--- src/core/otg_role_pkg.sv ---
package otg_role_pkg;

   // Register indices on the plain register port
   localparam logic [3:0] ADDR_LINE_STATUS  = 4'h0;
   localparam logic [3:0] ADDR_PULL_VBUS    = 4'h1;
   localparam logic [3:0] ADDR_POWER_CTRL   = 4'h2;
   localparam logic [3:0] ADDR_DESC_PAGE    = 4'h3;
   localparam logic [3:0] ADDR_FRAME_LOW    = 4'h4;
   localparam logic [3:0] ADDR_FRAME_HIGH   = 4'h5;
   localparam logic [3:0] ADDR_PWM_VALUE    = 4'h6;
   localparam logic [3:0] ADDR_PWM_CONTROL  = 4'h7;
   localparam logic [3:0] ADDR_MODE_CONTROL = 4'h8;

   // Line status bit positions
   localparam int STAT_ID_BIT      = 7;
   localparam int STAT_LSTABLE_BIT = 5;
   localparam int STAT_SESSVLD_BIT = 3;
   localparam int STAT_SESSEND_BIT = 2;
   localparam int STAT_AVBUS_BIT   = 0;

   // Power control bit positions
   localparam int PWR_PEND_BIT  = 7;
   localparam int PWR_GUARD_BIT = 4;
   localparam int PWR_SUSP_BIT  = 1;
   localparam int PWR_EN_BIT    = 0;

   // Mode control bit positions
   localparam int MODE_DEV_EN_BIT  = 0;
   localparam int MODE_RESUME_BIT  = 2;
   localparam int MODE_HOST_EN_BIT = 3;
   localparam int MODE_LOWSPD_BIT  = 7;

   // Reset values and field masks
   localparam logic [7:0]  RST_BYTE = 8'h00;
   localparam logic [15:0] RST_WORD = 16'h0000;
   localparam logic [7:0]  PAGE_ALIGN_MASK = 8'hfe;
   localparam logic [10:0] FRAME_MASK_11 = 11'h7ff;

   // Line stability timer: 1 ms at 25 MHz
   localparam int CLK_HZ        = 25000000;
   localparam int LINE_STABLE_US = 1000;
   localparam int LINE_STABLE_CYCLES = (CLK_HZ / 1000) * LINE_STABLE_US / 1000;

   // Control byte of the pull and VBUS register
   typedef struct packed {
      logic dplus_pullup_en;
      logic dminus_pullup_en;
      logic dplus_pulldown_en;
      logic dminus_pulldown_en;
      logic vbus_power_on;
      logic dual_role_pull_sw_ctrl;
      logic vbus_charge_select;
      logic vbus_discharge_en;
   } pull_ctrl_t;

   // Resistor enables driven toward the transceiver
   typedef struct packed {
      logic dplus_pullup;
      logic dminus_pullup;
      logic dplus_pulldown;
      logic dminus_pulldown;
   } pulls_t;

   // Synchronised analog and pin indications
   typedef struct packed {
      logic id_pin;
      logic sess_valid;
      logic sess_end;
      logic a_vbus_valid;
      logic line_se0;
      logic line_j;
   } line_in_t;

   typedef enum logic [2:0] {
      PWR_OFF    = 3'b001,
      PWR_ACTIVE = 3'b010,
      PWR_SUSP   = 3'b100
   } pwr_state_t;

endpackage

--- src/core/usb_otg_role_power_control.sv ---
// Local design decisions: the plain strobed port and the address map.
`timescale 1ns/10ps
module usb_otg_role_power_control (
   input  wire logic                      ref_clk,
   input  wire logic                      reset_n,
   input  wire logic [3:0]                reg_addr,
   input  wire logic [15:0]               reg_wdata,
   input  wire logic                      reg_wr,
   input  wire logic                      reg_rd,
   output logic [15:0]                    reg_rdata,
   input  wire otg_role_pkg::line_in_t    line_in,
   input  wire logic                      sof_tick,
   input  wire logic                      bus_activity,
   input  wire logic                      resume_detect,
   output otg_role_pkg::pulls_t           pulls,
   output logic                           vbus_power_on,
   output logic                           vbus_charge_select,
   output logic                           vbus_discharge_en,
   output logic                           module_enabled,
   output logic                           usb_clk_gate_n,
   output logic                           xcvr_low_power,
   output logic                           resume_signal,
   output logic                           low_speed_mode
);

   // Three-stage input capture; second and third stages must agree
   otg_role_pkg::line_in_t sync1_reg;
   otg_role_pkg::line_in_t sync2_reg;
   otg_role_pkg::line_in_t sync3_reg;
   otg_role_pkg::line_in_t line_reg;
   otg_role_pkg::line_in_t line_next;
   logic                   act_s1_reg;
   logic                   act_s2_reg;
   logic                   act_s3_reg;
   logic                   res_s1_reg;
   logic                   res_s2_reg;
   logic                   res_s3_reg;

   // Software-visible state
   otg_role_pkg::pull_ctrl_t pull_ctrl_reg;
   logic [7:0]               mode_ctrl_reg;
   logic                     guard_reg;
   logic                     pending_reg;
   logic [7:0]               desc_page_reg;
   logic [10:0]              frame_reg;
   logic [15:0]              pwm_value_reg;
   logic [15:0]              pwm_control_reg;
   otg_role_pkg::pwr_state_t pwr_state_reg;
   otg_role_pkg::pwr_state_t pwr_state_next;

   // Line stability timer
   logic [1:0]  line_last_reg;
   logic [15:0] stable_cnt_reg;
   logic        stable_reg;

   // Next values for the output registers
   otg_role_pkg::pulls_t pulls_next;
   logic [15:0]          rdata_next;

   // Decoded strobes
   wire logic wr_line_pull  = reg_wr && (reg_addr == otg_role_pkg::ADDR_PULL_VBUS);
   wire logic wr_power      = reg_wr && (reg_addr == otg_role_pkg::ADDR_POWER_CTRL);
   wire logic wr_desc_page  = reg_wr && (reg_addr == otg_role_pkg::ADDR_DESC_PAGE);
   wire logic wr_frame_low  = reg_wr && (reg_addr == otg_role_pkg::ADDR_FRAME_LOW);
   wire logic wr_frame_high = reg_wr && (reg_addr == otg_role_pkg::ADDR_FRAME_HIGH);
   wire logic wr_pwm_value  = reg_wr && (reg_addr == otg_role_pkg::ADDR_PWM_VALUE);
   wire logic wr_pwm_ctrl   = reg_wr && (reg_addr == otg_role_pkg::ADDR_PWM_CONTROL);
   wire logic wr_mode       = reg_wr && (reg_addr == otg_role_pkg::ADDR_MODE_CONTROL);

   // Filtered inputs update only when stages two and three agree
   always_comb begin
      line_next = line_reg;
      if (sync2_reg.id_pin == sync3_reg.id_pin) line_next.id_pin = sync3_reg.id_pin;
      if (sync2_reg.sess_valid == sync3_reg.sess_valid) line_next.sess_valid = sync3_reg.sess_valid;
      if (sync2_reg.sess_end == sync3_reg.sess_end) line_next.sess_end = sync3_reg.sess_end;
      if (sync2_reg.a_vbus_valid == sync3_reg.a_vbus_valid) begin
         line_next.a_vbus_valid = sync3_reg.a_vbus_valid;
      end
      if (sync2_reg.line_se0 == sync3_reg.line_se0) line_next.line_se0 = sync3_reg.line_se0;
      if (sync2_reg.line_j == sync3_reg.line_j) line_next.line_j = sync3_reg.line_j;
   end

   // Synchroniser chains
   always_ff @(posedge ref_clk) begin
      if (!reset_n) begin
         sync1_reg  <= '0;
         sync2_reg  <= '0;
         sync3_reg  <= '0;
         line_reg   <= '0;
         act_s1_reg <= 1'b0;
         act_s2_reg <= 1'b0;
         act_s3_reg <= 1'b0;
         res_s1_reg <= 1'b0;
         res_s2_reg <= 1'b0;
         res_s3_reg <= 1'b0;
      end else begin
         sync1_reg  <= line_in;
         sync2_reg  <= sync1_reg;
         sync3_reg  <= sync2_reg;
         line_reg   <= line_next;
         act_s1_reg <= bus_activity;
         act_s2_reg <= act_s1_reg;
         act_s3_reg <= act_s2_reg;
         res_s1_reg <= resume_detect;
         res_s2_reg <= res_s1_reg;
         res_s3_reg <= res_s2_reg;
      end
   end

   // Line state (SE0, J) stability over the last millisecond
   wire logic [1:0] line_now     = {line_reg.line_se0, line_reg.line_j};
   wire logic       line_changed = (line_now != line_last_reg);
   wire logic       stable_hit   =
      (stable_cnt_reg == 16'(otg_role_pkg::LINE_STABLE_CYCLES - 1));

   always_ff @(posedge ref_clk) begin
      if (!reset_n) begin
         line_last_reg  <= 2'h0;
         stable_cnt_reg <= 16'h0000;
         stable_reg     <= 1'b0;
      end else begin
         line_last_reg <= line_now;
         if (line_changed) begin
            stable_cnt_reg <= 16'h0000;
            stable_reg     <= 1'b0;
         end else if (stable_hit) begin
            stable_reg     <= 1'b1;
         end else begin
            stable_cnt_reg <= stable_cnt_reg + 16'h0001;
         end
      end
   end

   // Status byte assembled from synchronised indications
   wire logic [7:0] status_byte = {
      line_reg.id_pin,
      1'b0,
      stable_reg,
      1'b0,
      line_reg.sess_valid,
      line_reg.sess_end,
      1'b0,
      line_reg.a_vbus_valid
   };

   // Suspend and enable sequencing
   wire logic sw_enable   = wr_power && reg_wdata[otg_role_pkg::PWR_EN_BIT];
   wire logic sw_suspend  = wr_power && reg_wdata[otg_role_pkg::PWR_SUSP_BIT];
   wire logic wake_event  = res_s2_reg && res_s3_reg;
   wire logic activity_ok = act_s2_reg && act_s3_reg;

   always_comb begin
      pwr_state_next = pwr_state_reg;
      case (pwr_state_reg)
         otg_role_pkg::PWR_OFF: begin
            // Enable and suspend in one write goes straight to suspend
            if (sw_enable && sw_suspend) pwr_state_next = otg_role_pkg::PWR_SUSP;
            else if (sw_enable) pwr_state_next = otg_role_pkg::PWR_ACTIVE;
         end
         otg_role_pkg::PWR_ACTIVE: begin
            if (wr_power && !sw_enable) pwr_state_next = otg_role_pkg::PWR_OFF;
            else if (sw_suspend) pwr_state_next = otg_role_pkg::PWR_SUSP;
         end
         otg_role_pkg::PWR_SUSP: begin
            if (wr_power && !sw_enable) pwr_state_next = otg_role_pkg::PWR_OFF;
            else if (wake_event) pwr_state_next = otg_role_pkg::PWR_ACTIVE;
            else if (wr_power && !sw_suspend) pwr_state_next = otg_role_pkg::PWR_ACTIVE;
         end
         default: pwr_state_next = otg_role_pkg::PWR_OFF;
      endcase
   end

   // Control and data registers
   always_ff @(posedge ref_clk) begin
      if (!reset_n) begin
         pull_ctrl_reg   <= '0;
         mode_ctrl_reg   <= otg_role_pkg::RST_BYTE;
         guard_reg       <= 1'b0;
         pending_reg     <= 1'b0;
         desc_page_reg   <= otg_role_pkg::RST_BYTE;
         pwm_value_reg   <= otg_role_pkg::RST_WORD;
         pwm_control_reg <= otg_role_pkg::RST_WORD;
         pwr_state_reg   <= otg_role_pkg::PWR_OFF;
      end else begin
         pwr_state_reg <= pwr_state_next;
         if (wr_line_pull) pull_ctrl_reg <= reg_wdata[7:0];
         if (wr_mode) mode_ctrl_reg <= reg_wdata[7:0];
         if (wr_power) guard_reg <= reg_wdata[otg_role_pkg::PWR_GUARD_BIT];
         if (wr_desc_page) desc_page_reg <= reg_wdata[7:0] & otg_role_pkg::PAGE_ALIGN_MASK;
         if (wr_pwm_value) pwm_value_reg <= reg_wdata;
         if (wr_pwm_ctrl) pwm_control_reg <= reg_wdata;
         // Set by activity wins over a software clear; meaningful only with guard
         if (activity_ok && (guard_reg || (wr_power && reg_wdata[otg_role_pkg::PWR_GUARD_BIT]))) begin
            pending_reg <= 1'b1;
         end else if (wr_power || !guard_reg) begin
            pending_reg <= 1'b0;
         end
      end
   end

   // Frame counter: advances on each start-of-frame tick
   always_ff @(posedge ref_clk) begin
      if (!reset_n) begin
         frame_reg <= 11'h000;
      end else if (sof_tick) begin
         frame_reg <= (frame_reg + 11'h001) & otg_role_pkg::FRAME_MASK_11;
      end else if (wr_frame_low) begin
         frame_reg <= {frame_reg[10:8], reg_wdata[7:0]};
      end else if (wr_frame_high) begin
         frame_reg <= {reg_wdata[2:0], frame_reg[7:0]};
      end
   end

   // Resistor selection: manual bits or hardware default from mode bits
   wire logic host_en = mode_ctrl_reg[otg_role_pkg::MODE_HOST_EN_BIT];
   wire logic dev_en  = mode_ctrl_reg[otg_role_pkg::MODE_DEV_EN_BIT];
   wire logic powered = (pwr_state_reg != otg_role_pkg::PWR_OFF);

   always_comb begin
      if (pull_ctrl_reg.dual_role_pull_sw_ctrl) begin
         pulls_next.dplus_pullup    = pull_ctrl_reg.dplus_pullup_en;
         pulls_next.dminus_pullup   = pull_ctrl_reg.dminus_pullup_en;
         pulls_next.dplus_pulldown  = pull_ctrl_reg.dplus_pulldown_en;
         pulls_next.dminus_pulldown = pull_ctrl_reg.dminus_pulldown_en;
      end else begin
         pulls_next.dplus_pullup    = dev_en && !host_en;
         pulls_next.dminus_pullup   = 1'b0;
         pulls_next.dplus_pulldown  = host_en;
         pulls_next.dminus_pulldown = host_en;
      end
      if (!powered) pulls_next = '0;
   end

   // Read data, upper byte zero except for the PWM pair
   wire logic [7:0] power_byte = {pending_reg && guard_reg, 2'b00, guard_reg, 2'b00,
                                  pwr_state_reg == otg_role_pkg::PWR_SUSP, powered};

   always_comb begin
      if (reg_addr == otg_role_pkg::ADDR_LINE_STATUS) rdata_next = {8'h00, status_byte};
      else if (reg_addr == otg_role_pkg::ADDR_PULL_VBUS) rdata_next = {8'h00, pull_ctrl_reg};
      else if (reg_addr == otg_role_pkg::ADDR_POWER_CTRL) rdata_next = {8'h00, power_byte};
      else if (reg_addr == otg_role_pkg::ADDR_DESC_PAGE) rdata_next = {8'h00, desc_page_reg};
      else if (reg_addr == otg_role_pkg::ADDR_FRAME_LOW) rdata_next = {8'h00, frame_reg[7:0]};
      else if (reg_addr == otg_role_pkg::ADDR_FRAME_HIGH) rdata_next = {13'h0000, frame_reg[10:8]};
      else if (reg_addr == otg_role_pkg::ADDR_PWM_VALUE) rdata_next = pwm_value_reg;
      else if (reg_addr == otg_role_pkg::ADDR_PWM_CONTROL) rdata_next = pwm_control_reg;
      else if (reg_addr == otg_role_pkg::ADDR_MODE_CONTROL) rdata_next = {8'h00, mode_ctrl_reg};
      else rdata_next = 16'h0000;
   end

   // Registered outputs
   always_ff @(posedge ref_clk) begin
      if (!reset_n) begin
         reg_rdata          <= 16'h0000;
         pulls              <= '0;
         vbus_power_on      <= 1'b0;
         vbus_charge_select <= 1'b0;
         vbus_discharge_en  <= 1'b0;
         module_enabled     <= 1'b0;
         usb_clk_gate_n     <= 1'b0;
         xcvr_low_power     <= 1'b1;
         resume_signal      <= 1'b0;
         low_speed_mode     <= 1'b0;
      end else begin
         reg_rdata          <= reg_rd ? rdata_next : 16'h0000;
         pulls              <= pulls_next;
         vbus_power_on      <= pull_ctrl_reg.vbus_power_on;
         vbus_charge_select <= pull_ctrl_reg.vbus_charge_select;
         vbus_discharge_en  <= pull_ctrl_reg.vbus_discharge_en;
         module_enabled     <= powered;
         usb_clk_gate_n     <= (pwr_state_reg == otg_role_pkg::PWR_ACTIVE);
         xcvr_low_power     <= (pwr_state_reg != otg_role_pkg::PWR_ACTIVE);
         resume_signal      <= mode_ctrl_reg[otg_role_pkg::MODE_RESUME_BIT];
         low_speed_mode     <= mode_ctrl_reg[otg_role_pkg::MODE_LOWSPD_BIT];
      end
   end

endmodule // usb_otg_role_power_control

--- config.mk ---
export PLATFORM = sky130hd
export DESIGN_NAME = usb_otg_role_power_control
export DESIGN_NICKNAME = d
export VERILOG_FILES = /design/src/core/otg_role_pkg.sv /design/src/core/usb_otg_role_power_control.sv
export SDC_FILE = /design/constraint.sdc
export NUM_CORES = 1
export LEC_CHECK = 0
export BUFFER_PORTS_ARGS = -buffer_cell sky130_fd_sc_hd__buf_4
export CORE_MARGIN = 5
export CORE_UTILIZATION = 58
export DETAILED_ROUTE_END_ITERATION = 6
export GPL_TIMING_DRIVEN = 0
export PLACE_DENSITY = 0.82
export SLEW_MARGIN = 20
export SYNTH_ARGS = -nofsm -noshare
export SYNTH_HDL_FRONTEND = slang
export SYNTH_SLANG_ARGS = --single-unit
--- constraint.sdc ---
create_clock -name ref_clk -period 1.99 [get_ports ref_clk]
set_input_delay 0.199 -clock ref_clk [delete_from_list [all_inputs] [get_ports ref_clk]]
set_output_delay 0.199 -clock ref_clk [all_outputs]
set_load 0.02 [all_outputs]
==> results of run 1 <==
[layout by cell type, fill, tap and decap left out, types with 9 or more instances in the layout]
cell type,instances
a21oi_1,74
mux2i_1,31
dlygate4sd3_1,22
nand3_1,29
buf_2,12
xor2_1,9
buf_4,58
dfxtp_1,148
nor3_1,9
nand2_1,111
nand2b_1,9
clkbuf_16,16
inv_1,12
nor2_1,61
and2_1,33
clkbuf_1,29
o21ai_0,26
or3_1,9
[repair_timing]
action | 4_1_cts | 5_1_grt
hold buffers | 22 | 0
hold endpoints to repair | 51 | 0
resized for setup | 0 | 0
[tightest hold or removal path: stages]
cell,delay (ps)
buf_4,120
nor2_1,90
nand2_1,80
a31oi_1,70
[per-layer routing]
metal,routed length (um),share of wire
met3,1301,0.078
met5,0,0
met4,483,0.029
met2,8056,0.48
met1,6779,0.41
[layout make-up]
type	count	share of cell area
plain buffers	39	0.02153
clock inverters	8	0.02287
well taps	136	0.02270
multi-input cells	497	0.3806
clock buffers	23	0.06360
repair buffers	80	0.08746
flip-flops and latches	148	0.3953
inverters	12	0.006009
[kinds of logic after synthesis]
logic type                 Yosys count
xor gates and xnor gates            16
buffers and inverters               51
DFF                                148
AOI/OAI and AO/OA                  142
adders and majority gates            2
and+or+nand+nor                    299
muxes                               38
[report_power, final]
| part | switching [mW] | total, mW | internal [mW] |
|---|---|---|---|
| Clock | 1.19 | 3.48 | 2.29 |
| Sequential | 0.0366 | 3.05 | 3.02 |
| Combinational | 0.263 | 0.438 | 0.175 |
[worst max path at each step]
stage / from / endpoint / slack (ps) / depth (start not counted)
floorplan: stable_cnt_reg[3] / stable_cnt_reg[9] / 310 / 5
global placement: reg_addr[2] / pwm_value_reg[15] / -50 / 8
detailed placement: reg_addr[2] / pwm_control_reg[14] / -60 / 8
CTS: pwr_state_reg[2] / reg_rdata[1] / 140 / 6
global route: stable_cnt_reg[3] / stable_cnt_reg[5] / 8 / 5
finish: pwr_state_reg[2] / reg_rdata[1] / 100 / 6
[metrics by stage]
stage | total power [mW] | worst slack, ps | hold WS [ps] | instance area (sq um) | util
2_1_floorplan | 3.340 | 314.1 | 326.3 | 6022 | -
3_3_place_gp | 3.497 | -53.90 | 407.0 | 6628 | 0.6478
3_5_place_dp | 3.509 | -60.75 | 411.0 | 6628 | 0.6478
4_1_cts | 7.000 | 139.8 | 46.88 | 7496 | 0.7327
5_1_grt | 7.224 | 7.744 | 90.75 | 7496 | 0.7327
6_report | 6.977 | 103.0 | 71.19 | 7496 | 0.7327
==> flow_summary_export.csv, run 1 <==
group,metric,value,unit
yosys,synth.distinct_cells,56,
global_routing,grt_antenna_before_repair,0,
floorplanning,core_area,0.01023,sq mm
timing,slew_violations,0,
routing,via_per_inst,5.860,
timing,max_freq,0.5299,GHz
yosys,synth-compound-area-share,0.1388,
global_routing,grt_use_met1,0.3492,
hold_path,min_path_cells,4,
global_routing,grt_overflow_total,0,
place,io_buffers,58,
job,drv_cap,0,
yosys,yosys.area.top_type,"dfxtp_1",
global_routing,busiest_layer,"met2",
clock_network,cts_root_buf,"clkbuf_8",
worst_setup_path,cp_slowest_cell,"nor3b_1",
place,hpwlAfterDp,11.39,mm
timing,finClkSkew,6.710,ps
power,vdd_drop_max,0.8123,mV
yosys,synth-simple-area-share,0.2429,
yosys,synth_top_family_by_area,"simple AND/OR/NAND/NOR gates",
timing,fin_crit_sh,0.9483,
clock_network,postCtsSetupBuffers,0,
hold_path,hold_class,"in2reg",
yosys,ys_ff_latch,148,
yosys,synthXorXnorAreaFrac,0.02327,
yosys,syn_avg_cell_area,8.652,sq um
clock_network,cts_tree,"built",
yosys,syn_inst,696,
floorplanning,core.rowCount,37,
yosys,ys_seq_area_frac,0.4920,
worst_setup_path,reg2reg_to,"reg_rdata[1]",
layout,num-fill-cells,797,
yosys,async_reset_ff_frac,0,
routing,drt_wl_total,16.62,mm
clock_network,numCtsBuffers,17,
floorplanning,die_w,111.9,um
yosys,ys.warnings.count,0,
power,p_leak,2.867,nW
routing,post_drt_wl_per_cell,17.63,um
layout,drive_above_1_share,0.1450,
routing,ant_nets,0,
timing,period_minus_slack,1887,ps
floorplanning,initial_utilization,0.5886,
floorplanning,num_io_pins,61,
timing,tightest_slew,779.0,ps
yosys,synth_fa_ha_area_frac,0.004155,
yosys,synth_edf_count,0,
yosys,synthMuxAreaShare,0.06462,
worst_setup_path,reg2regPathDepth,6,
yosys,synthFlopType,"dfxtp_1",
worst_setup_path,cp_top_family,"compound AO/OA/AOI/OAI gates",
routing,vias,5526,
layout,instances_no_fill,943,
worst_setup_path,regToRegSetupSlack,100,ps
worst_setup_path,slowest_delay,430,ps
place,gp_congestion,1.025,
worst_setup_path,required,2420,ps
yosys,synth_top_area_frac,0.4920,
worst_setup_path,r2r_start,"pwr_state_reg[2]",
layout,multiInputGateArea,0.002853,sq mm
yosys,synthTopCellsByArea,"dfxtp_1 (49%), nand2_1 (6.9%), a21oi_1 (6.2%), mux2i_1 (5.2%), nor2_1 (3.8%)",
layout,area_delta_synth_final,24.48,%
global_routing,grt_pass1_vias,5368,
layout,diodes,0,
global_routing,grt_util_met2,0.4592,
place,place_inst,890,
timing,tns,0,ps
yosys,yosysMostFrequentCell,"dfxtp_1",
yosys,synthTopCellsByCount,"dfxtp_1 (148), nand2_1 (111), a21oi_1 (74)",
worst_setup_path,crit_chain,"buf_2, nor3b_1, inv_1, o31ai_1, nand3_1, a221oi_1",
clock_network,cts_sinks,148,
yosys,syn-num-nets,731,
floorplanning,die_y,111.9,um
clock_network,clk_latency,540,ps
hold_path,min_to,"frame_reg[9]",
worst_setup_path,cp_max_fo,9,
timing,rsz0062_at_grt,"false",
hold_path,hold_start,"sof_tick",
global_routing,grt_usage,0.2777,
worst_setup_path,end_kind,"flip-flop",
timing,finalHoldViolations,0,
routing,drc_errors,0,
global_routing,grt_max_degree,17,
routing,drtIter0Drc,555,
worst_setup_path,critPathKind,"reg2reg",
timing,setup_viol,0,
yosys,synth_area,0.006022,sq mm
routing,drtPass1Iterations,5,
clock_network,cts_buffer_depth,2,
floorplanning,die_area,0.01252,sq mm
layout,seq_area,0.002963,sq mm
timing,relSlewSlack,0.4807,
global_routing,grtUsageMet3,0.06196,
worst_setup_path,start_kind,"flip-flop",
worst_setup_path,path_buf_inv,2,
worst_setup_path,arrival,2310,ps
clock_network,clkTransAtPathRegs,60,ps
global_routing,grt_pass1_wl,27.26,mm
power,p_per_area,930.7,mW/mm^2
layout,layout.nets,830,
outcome,status,"finished clean",
clock_network,htreeDepth,4,
Note: power is estimated with default switching activity, not from simulation.
==> run 2, diff against run 1 <==
CAP_MARGIN = 20   (was unset)
CORE_ASPECT_RATIO = 1.4   (was unset)
==> run 2 against run 1 <==
Compared with the run above:
- design area decreased by 3.2%
- wire length decreased by 2.4%
- worst setup slack improved by 55 ps
- first-iteration DRC count decreased by 19%
- sequential share of layout area increased by 1.3 points
- largest power group is now sequential cells
- global-route usage decreased by 0.53 points
- cell count decreased by 1.2%
- critical path depth decreased by 1
- power decreased by 7.9%
- die area increased by 0.23%
- non-clock buffer count decreased by 14
- count of clock-buffer cells in the layout decreased by 3
- critical path type unchanged
==> flow_summary_export.csv, run 2 (same netlist as run 1, synthesis figures left out) <==
group,metric,value,unit
routing,drtPass1Iterations,5,
clock_network,clk_latency,420,ps
routing,drc_errors,0,
routing,post_drt_wl_per_cell,17.41,um
worst_setup_path,reg2regPathDepth,5,
worst_setup_path,crit_start,"stable_cnt_reg[3]",
place,hpwlAfterDp,11.46,mm
clock_network,numCtsBuffers,17,
clock_network,cts_sinks,148,
global_routing,grt_max_degree,17,
timing,setup_viol,0,
global_routing,grt_pass1_vias,5245,
timing,relSlewSlack,0.4871,
place,gp_congestion,0.9458,
clock_network,cts_buffer_depth,2,
timing,finalHoldViolations,0,
hold_path,hold_class,"in2reg",
layout,drive_above_1_share,0.1486,
timing,period_minus_slack,1832,ps
routing,drtIter0Drc,448,
floorplanning,core.rowCount,44,
power,vdd_drop_max,0.6635,mV
global_routing,grt_overflow_total,0,
worst_setup_path,required,2290,ps
floorplanning,die_w,96.12,um
clock_network,htreeDepth,4,
layout,layout_common_cells,"dfxtp_1 (148), nand2_1 (111), a21oi_1 (74)",
timing,rsz0062_at_grt,"false",
worst_setup_path,reg2reg_to,"stable_cnt_reg[9]",
global_routing,grt_usage,0.2724,
routing,via_per_inst,5.750,
worst_setup_path,crit_end,"stable_cnt_reg[9]",
timing,slew_violations,0,
global_routing,grt_antenna_before_repair,0,
worst_setup_path,start_kind,"flip-flop",
layout,finalCoreUtilization,0.7052,
worst_setup_path,end_kind,"flip-flop",
timing,tightest_slew,763.6,ps
place,place_inst,892,
power,p_leak,2.743,nW
worst_setup_path,r2r_start,"stable_cnt_reg[3]",
routing,ant_nets,0,
floorplanning,die_area,0.01255,sq mm
power,p_per_area,885.3,mW/mm^2
layout,diodes,0,
layout,instances_no_fill,932,
timing,tns,0,ps
outcome,status,"finished clean",
timing,fin_crit_sh,0.9204,
worst_setup_path,cp_max_fo,8,
global_routing,grt_pass1_wl,25.96,mm
layout,layout.nets,816,
floorplanning,core_area,0.01029,sq mm
worst_setup_path,regToRegSetupSlack,160,ps
routing,drt_wl_total,16.22,mm
place,io_buffers,58,
worst_setup_path,arrival,2130,ps
timing,finClkSkew,5.782,ps
worst_setup_path,critPathKind,"reg2reg",
clock_network,cts_root_buf,"clkbuf_16",
timing,max_freq,0.5460,GHz
clock_network,cts_tree,"built",
layout,area_delta_synth_final,20.55,%
layout,stdcell_area,0.007259,sq mm
floorplanning,initial_utilization,0.5850,
place,place_ws,-42.07,ps
place,placed_cell_area,0.006630,sq mm
clock_network,clkTransAtPathRegs,60,ps
floorplanning,die_y,130.6,um
routing,vias,5359,
layout,layout_commonest_cell,"dfxtp_1",
floorplanning,num_io_pins,61,
timing,setup_ws,158.3,ps
job,drv_cap,0,
-- run 2: cell count changes in the layout (fill, tap and decap cells not counted), sizes merged --
cell,previous run,this run
clkbuf,50,47
bufinv,5,1
clkinvlp,1,6
clkinv,2,4
inv,12,13
dlygate4sd3,22,8
-- run 2: per-stage QoR --
stage | total power [mW] | hold WS [ps]
after floorplan | 3.340 | 326.3
after global placement | 3.500 | 405.9
after detailed placement | 3.510 | 409.7
after CTS | 6.438 | 30.19
after global routing | 6.629 | 38.74
final | 6.427 | 34.04
-- run 2: how the worst min path moves through the flow --
stage                  startpoint  depth (start not counted)                  end  slack (ps)
floorplan            bus_activity                          1           act_s1_reg         330
global placement    resume_detect                          2           res_s1_reg         410
detailed placement  resume_detect                          2           res_s1_reg         410
CTS                  reg_wdata[8]                          3     pwm_value_reg[8]          30
global route        reg_wdata[10]                          3  pwm_control_reg[10]          40
finish               reg_wdata[8]                          3     pwm_value_reg[8]          30
-- run 2: layer usage --
layer | wire (um) | track usage | part of all wire | vias up
li1 | - | - | - | 2579
met1 | 6477 | 0.3211 | 0.40 | 2518
met2 | 8050 | 0.4620 | 0.50 | 216
met3 | 1091 | 0.06357 | 0.067 | 46
met4 | 604 | 0.1298 | 0.037 | 0
met5 | 0 | 0 | 0 | -
-- run 2: critical path: stages, from the launching register on --
cell and delay, ps:
dfxtp_1 350, or4_4 530, nor4_4 500, nor4_1 110, xnor2_1 160, nor2_1 50
-- run 2: cell type report --
cell class / instances / area [sq um]
well taps: 138 / 172.7
inverters: 12 / 45.04
flip-flops and latches: 148 / 2963
clock buffers: 20 / 436.7
repair buffers: 66 / 515.5
multi-input cells: 497 / 2858
clock inverters: 12 / 107.6
fillers: 828 / 3035
plain buffers: 39 / 161.4
-- run 2: repair_timing --
action                     in CTS  in global routing
gates resized for setup         0                  1
hold endpoints to repair        8                  0
hold buffers                    8                  0
buffers inserted                0                  0
setup endpoints to repair       0                  1
-- run 2: power breakdown --
part	internal [mW]	switching, mW
clock	1.71	1.24
combinational	0.157	0.259
sequential	3.02	0.0352
